$ cat config.mk
export PLATFORM = sky130hd
export DESIGN_NAME = flic_controller
export DESIGN_NICKNAME = d
export VERILOG_FILES = /design/src/flic_pkg.sv /design/src/flic_arbiter.sv /design/src/flic_controller.sv
export SDC_FILE = /design/constraint.sdc
export NUM_CORES = 1
export LEC_CHECK = 0
export BUFFER_PORTS_ARGS = -buffer_cell sky130_fd_sc_hd__buf_2
export CORE_ASPECT_RATIO = 1.5
export CORE_MARGIN = 2
export CORE_UTILIZATION = 43
export DETAILED_ROUTE_END_ITERATION = 12
export GPL_TIMING_DRIVEN = 0
export PLACE_DENSITY = 0.65
export SLEW_MARGIN = 25
export SYNTH_ARGS = -nofsm -noshare
export SYNTH_HDL_FRONTEND = slang
export SYNTH_SLANG_ARGS = --single-unit
$ cat constraint.sdc
create_clock -name clk -period 7.8 [get_ports clk]
set_clock_uncertainty 0.1 [all_clocks]
set_input_delay 0.78 -clock clk [delete_from_list [all_inputs] [get_ports clk]]
set_output_delay 0.78 -clock clk [all_outputs]
set_load 0.01 [all_outputs]
$ cat src/flic_pkg.sv
package flic_pkg;
   localparam int NSRC = 7;
   localparam logic [7:0] ADDR_IRQ_ENABLE  = 8'ha8;
   localparam logic [7:0] ADDR_PRIO_UPPER  = 8'hb7;
   localparam logic [7:0] ADDR_PRIO_LOWER  = 8'hb8;
   localparam logic [7:0] ADDR_EVT_STATUS  = 8'hc0;
   localparam logic [7:0] ADDR_EVT_CLEAR   = 8'hc1;
   localparam logic [7:0] ADDR_EVT_ENABLE  = 8'hc2;
   localparam logic [7:0] ADDR_CORE_STATUS = 8'hc3;
   localparam logic [7:0] ADDR_BIT_WRITE   = 8'hc4;
   localparam int GLOBAL_GATE_BIT = 7;
   localparam logic [7:0] RESET_IRQ_ENABLE = 8'h00;
   localparam logic [6:0] RESET_PRIO       = 7'h00;
   localparam logic [1:0] RESET_EVT        = 2'h0;
   // source indices in polling order; index equals register bit
   localparam int SRC_EXT0    = 0;
   localparam int SRC_TIMER0  = 1;
   localparam int SRC_EXT1    = 2;
   localparam int SRC_TIMER1  = 3;
   localparam int SRC_SERIAL  = 4;
   localparam int SRC_TIMER2  = 5;
   localparam int SRC_CNT_ARR = 6;
   // event bits of the block's own interrupt status
   localparam int EVT_GRANT   = 0;
   localparam int EVT_PREEMPT = 1;

   typedef struct packed {
      logic [7:0] addr;
      logic [7:0] wdata;
      logic       wr;
      logic       rd;
   } flic_bus_req_t;

   typedef struct packed {
      logic       valid;
      logic [2:0] src;
      logic [1:0] level;
   } flic_grant_t;
endpackage : flic_pkg

$ cat src/flic_arbiter.sv
`timescale 1ns/1ps
module flic_arbiter
   import flic_pkg::*;
(
   input  wire  logic [NSRC-1:0] req,
   input  wire  logic [NSRC-1:0] lvl_hi,
   input  wire  logic [NSRC-1:0] lvl_lo,
   output flic_pkg::flic_grant_t grant
);
   import flic_pkg::*;

   logic [1:0] lvl [NSRC];

   genvar g;
   generate
      for (g = 0; g < NSRC; g++)
      begin : g_lvl
         assign lvl[g] = {lvl_hi[g], lvl_lo[g]};
      end
   endgenerate

   always_comb
   begin
      grant = '0;
      for (int i = 0; i < NSRC; i++)
      begin
         // strict greater keeps earliest polled source on ties
         if (req[i] && (!grant.valid || lvl[i] > grant.level))
         begin
            grant.valid = 1'b1;
            grant.src   = 3'(i);
            grant.level = lvl[i];
         end
      end
   end
endmodule : flic_arbiter

$ cat src/flic_controller.sv
`timescale 1ns/1ps
// Functional notes
// - seven request inputs: two pins, three timers, serial, counter array
// - each source forwarded only while its own enable bit is set
// - enable bit 7 gates all; clear means no interrupt taken
// - enable bits: 6 counter array, 5 timer2, 4 serial ... 0 ext0
// - enable register resets to zero and supports single-bit writes
// - level = {high bit, low bit}; 0 lowest, 3 highest
// - low priority register uses enable layout, bit 7 reserved
// - high priority register uses same layout, bit 7 reserved
// - both priority registers reset to zero; only low one bit-writable
// - only a strictly higher level preempts; level 3 never preempted
// - between different pending levels the higher level is granted
// - same-level ties resolved by fixed polling order
module flic_controller
(
   input  wire  logic                  clk,
   input  wire  logic                  srst,
   input  wire  logic [7:0]            addr,
   input  wire  logic [7:0]            wdata,
   input  wire  logic                  wr,
   input  wire  logic                  rd,
   output       logic [7:0]            rdata,
   input  wire  logic                  ext_request_zero,
   input  wire  logic                  ext_request_one,
   input  wire  logic                  timer0_ovf,
   input  wire  logic                  timer1_ovf,
   input  wire  logic                  timer2_ovf,
   input  wire  logic                  serial_req,
   input  wire  logic                  counter_array_req,
   output       logic                  core_irq,
   output       logic [2:0]            core_irq_src,
   output       logic [1:0]            core_irq_level,
   input  wire  logic                  core_ack,
   input  wire  logic                  core_reti,
   output       logic                  evt_irq
);
   import flic_pkg::*;

   typedef struct packed {
      logic [1:0] pin0_sync;
      logic [1:0] pin1_sync;
      logic [7:0] irq_enable_reg;
      logic [6:0] prio_upper_bits_reg;
      logic [6:0] prio_lower_bits_reg;
      logic [3:0] active;
      logic [1:0] evt_status;
      logic [1:0] evt_enable;
      logic [7:0] rdata;
      logic       irq;
      logic [2:0] irq_src;
      logic [1:0] irq_level;
   } flic_state_t;

   flic_state_t   r;
   flic_state_t   next_r;
   flic_bus_req_t bus;
   flic_grant_t   grant;
   logic [NSRC-1:0] src_req;
   logic [NSRC-1:0] gated_req;
   logic [2:0]    top_active;
   logic          any_active;
   logic [3:0]    held;
   logic [2:0]    top_held;
   logic          take;

   assign bus = '{addr: addr, wdata: wdata, wr: wr, rd: rd};

   // pins synchronised, on-chip sources used as is
   assign src_req[SRC_EXT0]    = r.pin0_sync[1];
   assign src_req[SRC_TIMER0]  = timer0_ovf;
   assign src_req[SRC_EXT1]    = r.pin1_sync[1];
   assign src_req[SRC_TIMER1]  = timer1_ovf;
   assign src_req[SRC_SERIAL]  = serial_req;
   assign src_req[SRC_TIMER2]  = timer2_ovf;
   assign src_req[SRC_CNT_ARR] = counter_array_req;

   assign gated_req = src_req & r.irq_enable_reg[NSRC-1:0]
                      & {NSRC{r.irq_enable_reg[GLOBAL_GATE_BIT]}};

   flic_arbiter u_arb
   (
      .req    (gated_req),
      .lvl_hi (r.prio_upper_bits_reg),
      .lvl_lo (r.prio_lower_bits_reg),
      .grant  (grant)
   );

   // highest level currently in service
   always_comb
   begin
      top_active = 3'h0;
      for (int l = 0; l < 4; l++)
      begin
         if (r.active[l])
         begin
            top_active = 3'(l);
         end
      end
   end

   assign any_active = |r.active;

   // service levels as they stand after this edge's ack and reti
   always_comb
   begin
      held = r.active;
      if (core_reti && any_active)
      begin
         held[top_active[1:0]] = 1'b0;
      end
      if (core_ack && r.irq)
      begin
         held[r.irq_level] = 1'b1;
      end
   end

   always_comb
   begin
      top_held = 3'h0;
      for (int l = 0; l < 4; l++)
      begin
         if (held[l])
         begin
            top_held = 3'(l);
         end
      end
   end

   // strictly higher level only; level 3 cannot be exceeded
   // judged against the level just entered, so an acked request drops at once
   assign take = grant.valid && (!(|held) || 3'(grant.level) > top_held);

   always_comb
   begin
      next_r = r;
      next_r.pin0_sync = {r.pin0_sync[0], ext_request_zero};
      next_r.pin1_sync = {r.pin1_sync[0], ext_request_one};
      next_r.rdata = 8'h00;
      next_r.irq       = take;
      next_r.irq_src   = grant.src;
      next_r.irq_level = grant.level;

      if (bus.wr)
      begin
         unique case (bus.addr)
            ADDR_IRQ_ENABLE: next_r.irq_enable_reg = bus.wdata;
            ADDR_PRIO_UPPER: next_r.prio_upper_bits_reg = bus.wdata[6:0];
            ADDR_PRIO_LOWER: next_r.prio_lower_bits_reg = bus.wdata[6:0];
            ADDR_EVT_ENABLE: next_r.evt_enable = bus.wdata[1:0];
            ADDR_EVT_CLEAR:  next_r.evt_status = r.evt_status & ~bus.wdata[1:0];
            // bit write: data[7] value, data[3] sel low prio, data[2:0] bit
            ADDR_BIT_WRITE:
            begin
               if (bus.wdata[3])
               begin
                  if (bus.wdata[2:0] != 3'h7)
                  begin
                     next_r.prio_lower_bits_reg[bus.wdata[2:0]] = bus.wdata[7];
                  end
               end
               else
               begin
                  next_r.irq_enable_reg[bus.wdata[2:0]] = bus.wdata[7];
               end
            end
            default: ;
         endcase
      end

      if (bus.rd)
      begin
         unique case (bus.addr)
            ADDR_IRQ_ENABLE:  next_r.rdata = r.irq_enable_reg;
            ADDR_PRIO_UPPER:  next_r.rdata = {1'b0, r.prio_upper_bits_reg};
            ADDR_PRIO_LOWER:  next_r.rdata = {1'b0, r.prio_lower_bits_reg};
            ADDR_EVT_STATUS:  next_r.rdata = {6'h00, r.evt_status};
            ADDR_EVT_ENABLE:  next_r.rdata = {6'h00, r.evt_enable};
            ADDR_CORE_STATUS: next_r.rdata = {4'h0, r.active};
            default:          next_r.rdata = 8'h00;
         endcase
      end

      // nesting stack: reti retires highest, ack enters granted level
      next_r.active = held;
      if (core_ack && r.irq)
      begin
         next_r.evt_status[EVT_GRANT] = 1'b1;
         if (any_active)
         begin
            next_r.evt_status[EVT_PREEMPT] = 1'b1;
         end
      end

      if (srst)
      begin
         next_r = '0;
         next_r.irq_enable_reg      = RESET_IRQ_ENABLE;
         next_r.prio_upper_bits_reg = RESET_PRIO;
         next_r.prio_lower_bits_reg = RESET_PRIO;
         next_r.evt_status          = RESET_EVT;
         next_r.evt_enable          = RESET_EVT;
      end
   end

   always_ff @(posedge clk)
   begin
      r <= next_r;
   end

   assign rdata          = r.rdata;
   assign core_irq       = r.irq;
   assign core_irq_src   = r.irq_src;
   assign core_irq_level = r.irq_level;
   assign evt_irq        = |(r.evt_status & r.evt_enable);
endmodule : flic_controller

==> impl_metrics.tcl, run 1 <==
set metrics [dict create \
    outcome "finished with violations" \
    violations "negative setup slack" \
    hold_viol 0 \
    post-route-period-util 1.00 \
    top_layer "met4" \
    port_buffers 39 \
    synth.avg_cell_area_um2 8.21 \
    yosysSeqAreaShare 0.316 \
    core_area_um2 6850 \
    crit_path_start_kind "register" \
    antenna_found_initial 0 \
    required_ps 7880 \
    rsz0062_at_grt "true" \
    place_congestion 0.869 \
    first_pass_iters 5 \
    fp.dieH_um 107 \
    routed_via_density 5.90 \
    io_pins 44 \
    synth_top_area_share 0.316 \
    synth_cells 371 \
    maxSlewHeadroom 0.376 \
    cpMaxStageDelayCell "o32a_1" \
    peakVddDrop_v 0.000116 \
    netlist_area_um2 3040 \
    crit_type "reg2reg" \
    num_rows 37 \
    drive_gt1_frac 0.392 \
    p_per_area_nw_per_um2 112 \
    cts_buffers 5 \
    finalSetupViolCount 1 \
    end_kind "register" \
    async_flop_share 0 \
    holdBufCountCts 0 \
    wl_met3_um 515 \
    overflow 0 \
    synthFlopType "dfxtp_1" \
    final-max-slew-violation-count 0 \
    synth_cell_types 58 \
    htreeDepth 2 \
    clock_latency_ps 310 \
    crit_path_max_fanout 6 \
    drcViolationCount 0 \
    synth_edf_count 0 \
    yosys-top-cells-area "dfxtp_1 32%, a21oi_1 7.9%, ha_1 5.8%" \
    cts.sink_count 48 \
    hold_ws_ps 341 \
    hpwl_um 6390 \
    path_clk_slew_ps 100 \
    grt_pass1_vias 3029 \
    grt_util_all_layers 0.251 \
    setup_tns_ps -36.8 \
    fp.dieW_um 72.7 \
    synth_top_cell_by_area "dfxtp_1" \
    cts_tree "yes" \
    wirelength_um 9670 \
    wl_met2_um 5020 \
    diodes 0 \
    fillerInstances 595 \
    clockBufferDepth 2 \
    leakage_nw 1.76 \
    die-area_um2 7780 \
    worst_pin_slew_ps 928 \
    grt_max_degree 16 \
    synth-seq-cells 48 \
    hold_class "reg2reg" \
    worst_ep_arrival_time_ps 7920 \
    vias 3258 \
    nNetsFinal 516 \
    clock.fmax_ghz 0.128 \
    finish.utilization 0.608 \
    grt_first_pass_wirelength_um 14900 \
    synth_nets 414 \
    drtIter0Drc 249 \
    finalWorstSetupSlack_ps -36.8 \
    synthTopCellsByCount "48 x a21oi_1, 48 x dfxtp_1, 35 x nand2_1" \
    maxCapViolCount 0 \
    postRouteAntennaNets 0 \
    start_util 0.444 \
    wl_met1_um 3730 \
    slowest_delay_ps 390 \
    detail_route.wl_per_cell_um 17.5 \
    ctsRootBufferMaster "clkbuf_8" \
    yosysWarnings 0 \
    fin_crit_ps 7840 \
    area_delta_synth_final_pct 36.8 \
]
-- cell families after synthesis --
logic type               count (synthesis)  share of synthesized area
AO/OA/AOI/OAI                          139                      0.307
AND/OR/NAND/NOR                        117                      0.201
flip-flops                              48                      0.316
buffers and inverters                   47                     0.0978
adder cells (fa/ha/maj)                 15                     0.0608
multiplexers                             5                     0.0181
-- metrics by stage --
| step | cell area [um^2] | cells | power [mW] | worst slack, ps |
|---|---|---|---|---|
| 2_1_floorplan | 3060 | 371 | 0.272 | 17.7 |
| 3_3_place_gp | 3360 | 488 | 0.285 | -1010 |
| 3_5_place_dp | 3360 | 488 | 0.286 | -1210 |
| 6_report | 4160 | 552 | 0.465 | -36.8 |
| 5_1_grt | 4160 | 552 | 0.477 | -372 |
| 4_1_cts | 4020 | 544 | 0.466 | -120 |
-- path summary, 6_finish.rpt --
kind	from	end	slack, ps	cells past startpoint
setup / recovery	r[43]$_SDFFE_PP0P_	core_irq$_SDFF_PP0_	-40	41
hold reg to reg	r[46]$_SDFF_PP0_	r[47]$_SDFF_PP0_	340	1
hold / removal	r[46]$_SDFF_PP0_	r[47]$_SDFF_PP0_	340	1
setup reg to reg	r[43]$_SDFFE_PP0P_	core_irq$_SDFF_PP0_	-40	41
-- report_power, final --
group | switching, mW | leakage (nW) | internal, mW
sequential | 0.000807 | 0.389 | 0.246
combinational | 0.0212 | 1.32 | 0.0133
clock | 0.0890 | 0.0541 | 0.0949
-- worst max-delay path: cells and delay by family, from the launching register on --
family                     cells  cell delay, ps
DFF                            1             350
buffers and inverters          2             120
adders and majority gates      7            1860
AOI/OAI and AO/OA             23            3890
and+or+nand+nor                8            1050
muxes                          1             330
-- state kept, by name, indices dropped and copies added (netlist names) --
signal,cells
core_irq_level,2
core_irq,1
core_irq_src,3
r,34
rdata,8
-- area by class of cell --
class / instances / area (um^2) / area share
plain buffers: 29 / 229 / 0.0550
clock buffers: 5 / 68.8 / 0.0165
clock inverters: 3 / 42.5 / 0.0102
inverters: 16 / 60.1 / 0.0144
multi-input cells: 276 / 2070 / 0.497
flip-flops and latches: 48 / 967 / 0.232
well taps: 78 / 97.6 / 0.0234
repair buffers: 97 / 631 / 0.151
-- routing by layer --
| layer | up-vias | global-route usage |
|---|---|---|
| met1 | 1528 | 0.287 |
| met5 | - | 0 |
| met3 | 28 | 0.0338 |
| met2 | 137 | 0.444 |
| met4 | 0 | 0.127 |
| li1 | 1565 | - |
-- repair_timing --
action / in CTS / in global routing
endpoints found under the hold margin: 0 / 0
setup endpoints to repair: 6 / 3
resized for setup: 44 / 20
gates cloned: 0 / 0
pin swaps: 26 / 33
buffers inserted: 49 / 14
-- cells in the final DEF, fill, tap and decap left out, drive strengths merged, types with 2 or more instances in the layout --
cell type    n
a211oi      17
a21boi       2
a21o         7
a21oi       51
a222oi       4
a22oi       11
a2bb2oi      2
a31oi        5
and2         2
and3         4
buf        119
clkbuf      11
dfxtp       48
ha          14
inv         16
mux2i        4
nand2       35
nand2b       4
nand3       18
nand4        3
nand4b       3
nor2        22
nor2b       11
nor3         5
nor4         3
o211a        3
o21a         3
o21ai       18
o31ai        6
o32a         2
or2          2
or3          2
Power figures use the tool's default switching activity.
==> run 2, diff against run 1 <==
- MAX_ROUTING_LAYER: unset -> met4
==> run 2 against run 1 <==
Compared with the run above: the run now ends clean; die area did not move; largest power group unchanged; core utilization fell by 0.46 points; cell area fell by 0.75%; clock power rose by 7%; register-to-register slack improved by 96 ps; via count fell by 0.86%.
==> impl_metrics.tcl, run 2 (synthesis results as in run 1) <==
set metrics [dict create \
    outcome "finished clean" \
    reg2reg_from "r[36]$_SDFFE_PP0P_" \
    worst_path_most_repeated_cell "ha_1" \
    drive_gt1_frac 0.380 \
    start_util 0.444 \
    place_area_um2 3360 \
    min_from "r[46]$_SDFF_PP0_" \
    r2r_slack_ps 60 \
    io_pins 44 \
    reg2reg_to "core_irq$_SDFF_PP0_" \
    finalSetupViolCount 0 \
    overflow 0 \
    maxSlewHeadroom 0.376 \
    grt_first_pass_wirelength_um 15000 \
    core_area_um2 6850 \
    most-common-layout-cells "64 x buf_4, 45 x dfxtp_1, 44 x a21oi_1" \
    regMostFlops "r" \
    crit_path_start_kind "register" \
    pre_cts_slack_ps -1280 \
    maxCapViolCount 0 \
    fin_cells 544 \
    hold_viol 0 \
    vias 3230 \
    crit_family "compound AO/OA/AOI/OAI gates" \
    wirelength_um 9430 \
    design_area_um2 4130 \
    fin_crit_ps 7740 \
    cpMaxStageDelayCell "o32a_1" \
    grt_pass1_vias 3072 \
    area_delta_synth_final_pct 35.8 \
    postRouteAntennaNets 0 \
    finish.utilization 0.603 \
    path_buf_inv 1 \
    drcViolationCount 0 \
    hold_class "reg2reg" \
    antenna_found_initial 0 \
    cts_tree "yes" \
    grt_max_degree 15 \
    htreeDepth 2 \
    nNetsFinal 508 \
    die-area_um2 7780 \
    place_congestion 0.929 \
    crit_path_max_fanout 5 \
    holdBufCountCts 0 \
    peakVddDrop_v 0.000105 \
    leakage_nw 1.72 \
    layout_commonest_cell "buf_4" \
    final-max-slew-violation-count 0 \
    fp.dieW_um 72.7 \
    grt_util_all_layers 0.254 \
    routed_via_density 5.94 \
    cts_buffers 5 \
    clockBufferDepth 2 \
    worst_pin_slew_ps 928 \
    crit_path_start "r[36]$_SDFFE_PP0P_" \
    crit_type "reg2reg" \
    cts.sink_count 48 \
    detail_route.wl_per_cell_um 17.3 \
    num_rows 37 \
    port_buffers 39 \
    hpwl_um 6390 \
    diodes 0 \
    drtIter0Drc 247 \
    clock_latency_ps 300 \
    cp.depth 40 \
    largest_reg_flops 34 \
    crit_end "core_irq$_SDFF_PP0_" \
    worst_ep_arrival_time_ps 7810 \
    fp.dieH_um 107 \
    finalWorstSetupSlack_ps 59.0 \
    reg2regPathDepth 40 \
    dp.cells 488 \
    post-route-period-util 0.992 \
    hold_depth 1 \
    end_kind "register" \
    first_pass_iters 6 \
    ctsRootBufferMaster "clkbuf_8" \
    path_clk_slew_ps 90 \
    rsz0062_at_grt "true" \
    p_per_area_nw_per_um2 116 \
    slowest_delay_ps 390 \
    clock.fmax_ghz 0.129 \
    required_ps 7870 \
]
run 2: worst min-delay path by stage:
stage,to,slack [ps]
5_1_grt,r[47]$_SDFF_PP0_,360
2_1_floorplan,r[45]$_SDFF_PP0_,310
6_report,r[47]$_SDFF_PP0_,350
3_5_place_dp,r[47]$_SDFF_PP0_,340
4_1_cts,r[47]$_SDFF_PP0_,360
3_3_place_gp,r[45]$_SDFF_PP0_,320
run 2: cell type report:
type / instances / area (um^2)
clock buffers: 7 / 96.3
repair buffers: 89 / 571
plain buffers: 29 / 229
inverters: 16 / 60.1
flip-flops and latches: 48 / 967
clock inverters: 1 / 30.0
fillers: 619 / 2720
well taps: 78 / 97.6
multi-input cells: 276 / 2080
run 2: metrics by stage:
stage | hold WS, ps | TNS (ps) | power [mW]
after floorplan | 314 | 0 | 0.272
after global placement | 322 | -2350 | 0.285
after detailed placement | 338 | -3340 | 0.286
after CTS | 355 | -144 | 0.478
after global routing | 360 | -429 | 0.492
final | 345 | 0 | 0.478
run 2: power breakdown:
part           switching (mW)  internal [mW]  leakage [nW]
clock                  0.0836          0.113        0.0645
sequential           0.000867          0.246         0.389
combinational          0.0212         0.0131          1.26
run 2: timing repair:
action                                  CTS  global route
endpoints found under the setup margin    6             6
setup buffers                            43            11
pin swaps                                26            32
gates resized for setup                  36            28
run 2: layer usage:
metal,track usage,part of all wire,vias up
met5,-,0,-
met4,0.136,0.045,0
met3,0.0273,0.047,33
met2,0.421,0.52,123
met1,0.296,0.39,1525
li1,-,-,1549
==> run 3, diff against run 2 <==
- CELL_PAD_IN_SITES_DETAIL_PLACEMENT: unset -> 1
- CELL_PAD_IN_SITES_GLOBAL_PLACEMENT: unset -> 2
- CORE_UTILIZATION: 43 -> 31
- PLACE_DENSITY: 0.65 -> unset
- PLACE_DENSITY_LB_ADDON: unset -> 0.1
==> run 3 against run 2 <==
Compared with the run above: the flow now finishes with violations (negative setup slack); cell count is 4.0% higher; critical path depth stayed put; global-route usage is 4.3 points lower; core utilization is 17 points lower; combinational power is 6.1% higher; critical endpoint unchanged; first-iteration DRC count is 58% lower; sequential share of layout area stayed put; via count is 3.3% lower; largest cell class unchanged; cell area stayed put; clock-buffer cell count is 1 lower; highest routed layer unchanged.
==> impl_metrics.tcl, run 3 (synthesis results as in run 1) <==
set metrics [dict create \
    outcome "finished with violations" \
    violations "negative setup slack" \
    first_pass_iters 5 \
    fillerInstances 1149 \
    fp.dieW_um 84.9 \
    grt_max_degree 16 \
    grt_first_pass_wirelength_um 17000 \
    cts.sink_count 48 \
    grt_util_all_layers 0.210 \
    vias 3122 \
    drive_gt1_frac 0.379 \
    maxCapViolCount 0 \
    layout_commonest_cell "buf_4" \
    peakVddDrop_v 0.0000844 \
    htreeDepth 2 \
    clockBufferDepth 2 \
    fp.dieH_um 125 \
    start_util 0.316 \
    cts_tree "yes" \
    clock.fmax_ghz 0.126 \
    hold_class "reg2reg" \
    worst_pin_slew_ps 1110 \
    hold_depth 1 \
    finalSetupViolCount 1 \
    grt_pass1_vias 3157 \
    cts_buffers 5 \
    detail_route.wl_per_cell_um 19.4 \
    routed_via_density 5.52 \
    port_buffers 39 \
    place_area_um2 3400 \
    slowest_delay_ps 380 \
    rsz0062_at_grt "true" \
    largest_reg_flops 34 \
    end_kind "register" \
    drcViolationCount 0 \
    p_per_area_nw_per_um2 131 \
    most-common-layout-cells "46 x buf_4, 45 x dfxtp_1, 44 x a21oi_1" \
    required_ps 7850 \
    design_area_um2 4130 \
    fin_cells 566 \
    drtIter0Drc 103 \
    path_clk_slew_ps 70 \
    cpMaxStageDelayCell "dfxtp_4" \
    worst_ep_arrival_time_ps 7980 \
    ctsRootBufferMaster "clkbuf_16" \
    io_pins 44 \
    num_rows 44 \
    nNetsFinal 493 \
    die-area_um2 10600 \
    place_congestion 0.874 \
    crit_path_start_kind "register" \
    overflow 0 \
    power.total_mw 0.539 \
    dp.cells 525 \
    finalWorstSetupSlack_ps -129 \
    crit_path_max_fanout 5 \
    core_area_um2 9630 \
    finish.utilization 0.429 \
    wirelength_um 11000 \
    diodes 0 \
    crit_type "reg2reg" \
    reg2regPathDepth 40 \
    clock_latency_ps 290 \
    final-max-slew-violation-count 0 \
    maxSlewHeadroom 0.257 \
    postRouteAntennaNets 0 \
    antenna_found_initial 0 \
    hold_viol 0 \
    regMostFlops "r" \
    fin_crit_ps 7930 \
    worst_path_most_repeated_cell "ha_1" \
    post-route-period-util 1.02 \
    area_delta_synth_final_pct 35.8 \
    hpwl_um 8000 \
    leakage_nw 1.70 \
]
-- run 3: changes by cell type in the layout (fill, tap and decap cells not counted), sizes merged --
cell,before,now
buf,111,96
clkbuf,13,12
clkinv,0,1
-- run 3: worst paths after layout --
| check | start | slack [ps] | endpoint |
|---|---|---|---|
| worst max register to register | r[36]$_SDFFE_PP0P_ | -130 | core_irq$_SDFF_PP0_ |
| worst min register to register | r[44]$_SDFF_PP0_ | 340 | r[45]$_SDFF_PP0_ |
| worst max-delay path | r[36]$_SDFFE_PP0P_ | -130 | core_irq$_SDFF_PP0_ |
| worst min-delay path | r[44]$_SDFF_PP0_ | 340 | r[45]$_SDFF_PP0_ |
-- run 3: repair_timing --
item,4_1_cts,5_1_grt
setup buffers,28,11
gates resized for setup,43,30
setup endpoints to repair,6,4
hold buffers,0,0
pin swaps,30,37
-- run 3: final cells by class --
| type | count | area (um^2) | area share |
|---|---|---|---|
| Multi-Input combinational cell | 276 | 2090 | 0.505 |
| Sequential cell | 48 | 967 | 0.234 |
| Timing Repair Buffer | 74 | 469 | 0.114 |
| Buffer | 29 | 229 | 0.0554 |
| Tap cell | 115 | 144 | 0.0348 |
| Clock buffer | 6 | 139 | 0.0336 |
| Inverter | 16 | 60.1 | 0.0145 |
| Clock inverter | 2 | 38.8 | 0.00939 |
-- run 3: worst max-delay path, delay by kind of cell, from the launching register on --
| family | cells | cell delay [ps] |
|---|---|---|
| AND/OR/NAND/NOR | 7 | 1040 |
| multiplexers | 1 | 280 |
| buffers and inverters | 2 | 200 |
| flip-flops | 1 | 380 |
| adder cells (fa/ha/maj) | 7 | 2000 |
| AO/OA/AOI/OAI | 23 | 3780 |
-- run 3: power by group --
group          leakage (nW)  internal, mW  switching, mW  total (mW)
sequential            0.389         0.246        0.00110       0.247
clock                0.0871         0.161         0.0953       0.256
combinational          1.22        0.0131         0.0233      0.0364
-- run 3: routing by layer --
| layer | vias up | GRT usage | wire length, um |
|---|---|---|---|
| li1 | 1516 | - | - |
| met1 | 1531 | 0.242 | 4580 |
| met2 | 64 | 0.377 | 5830 |
| met3 | 11 | 0.0231 | 341 |
| met4 | 0 | 0.0663 | 211 |
| met5 | - | - | 0 |
-- run 3: stage by stage --
stage | setup slack [ps] | hold slack [ps] | setup TNS (ps)
final | -129 | 340 | -129
after global routing | -519 | 361 | -736
after CTS | -122 | 349 | -175
after detailed placement | -1350 | 333 | -4240
after global placement | -1210 | 317 | -3430
after floorplan | 17.7 | 314 | 0
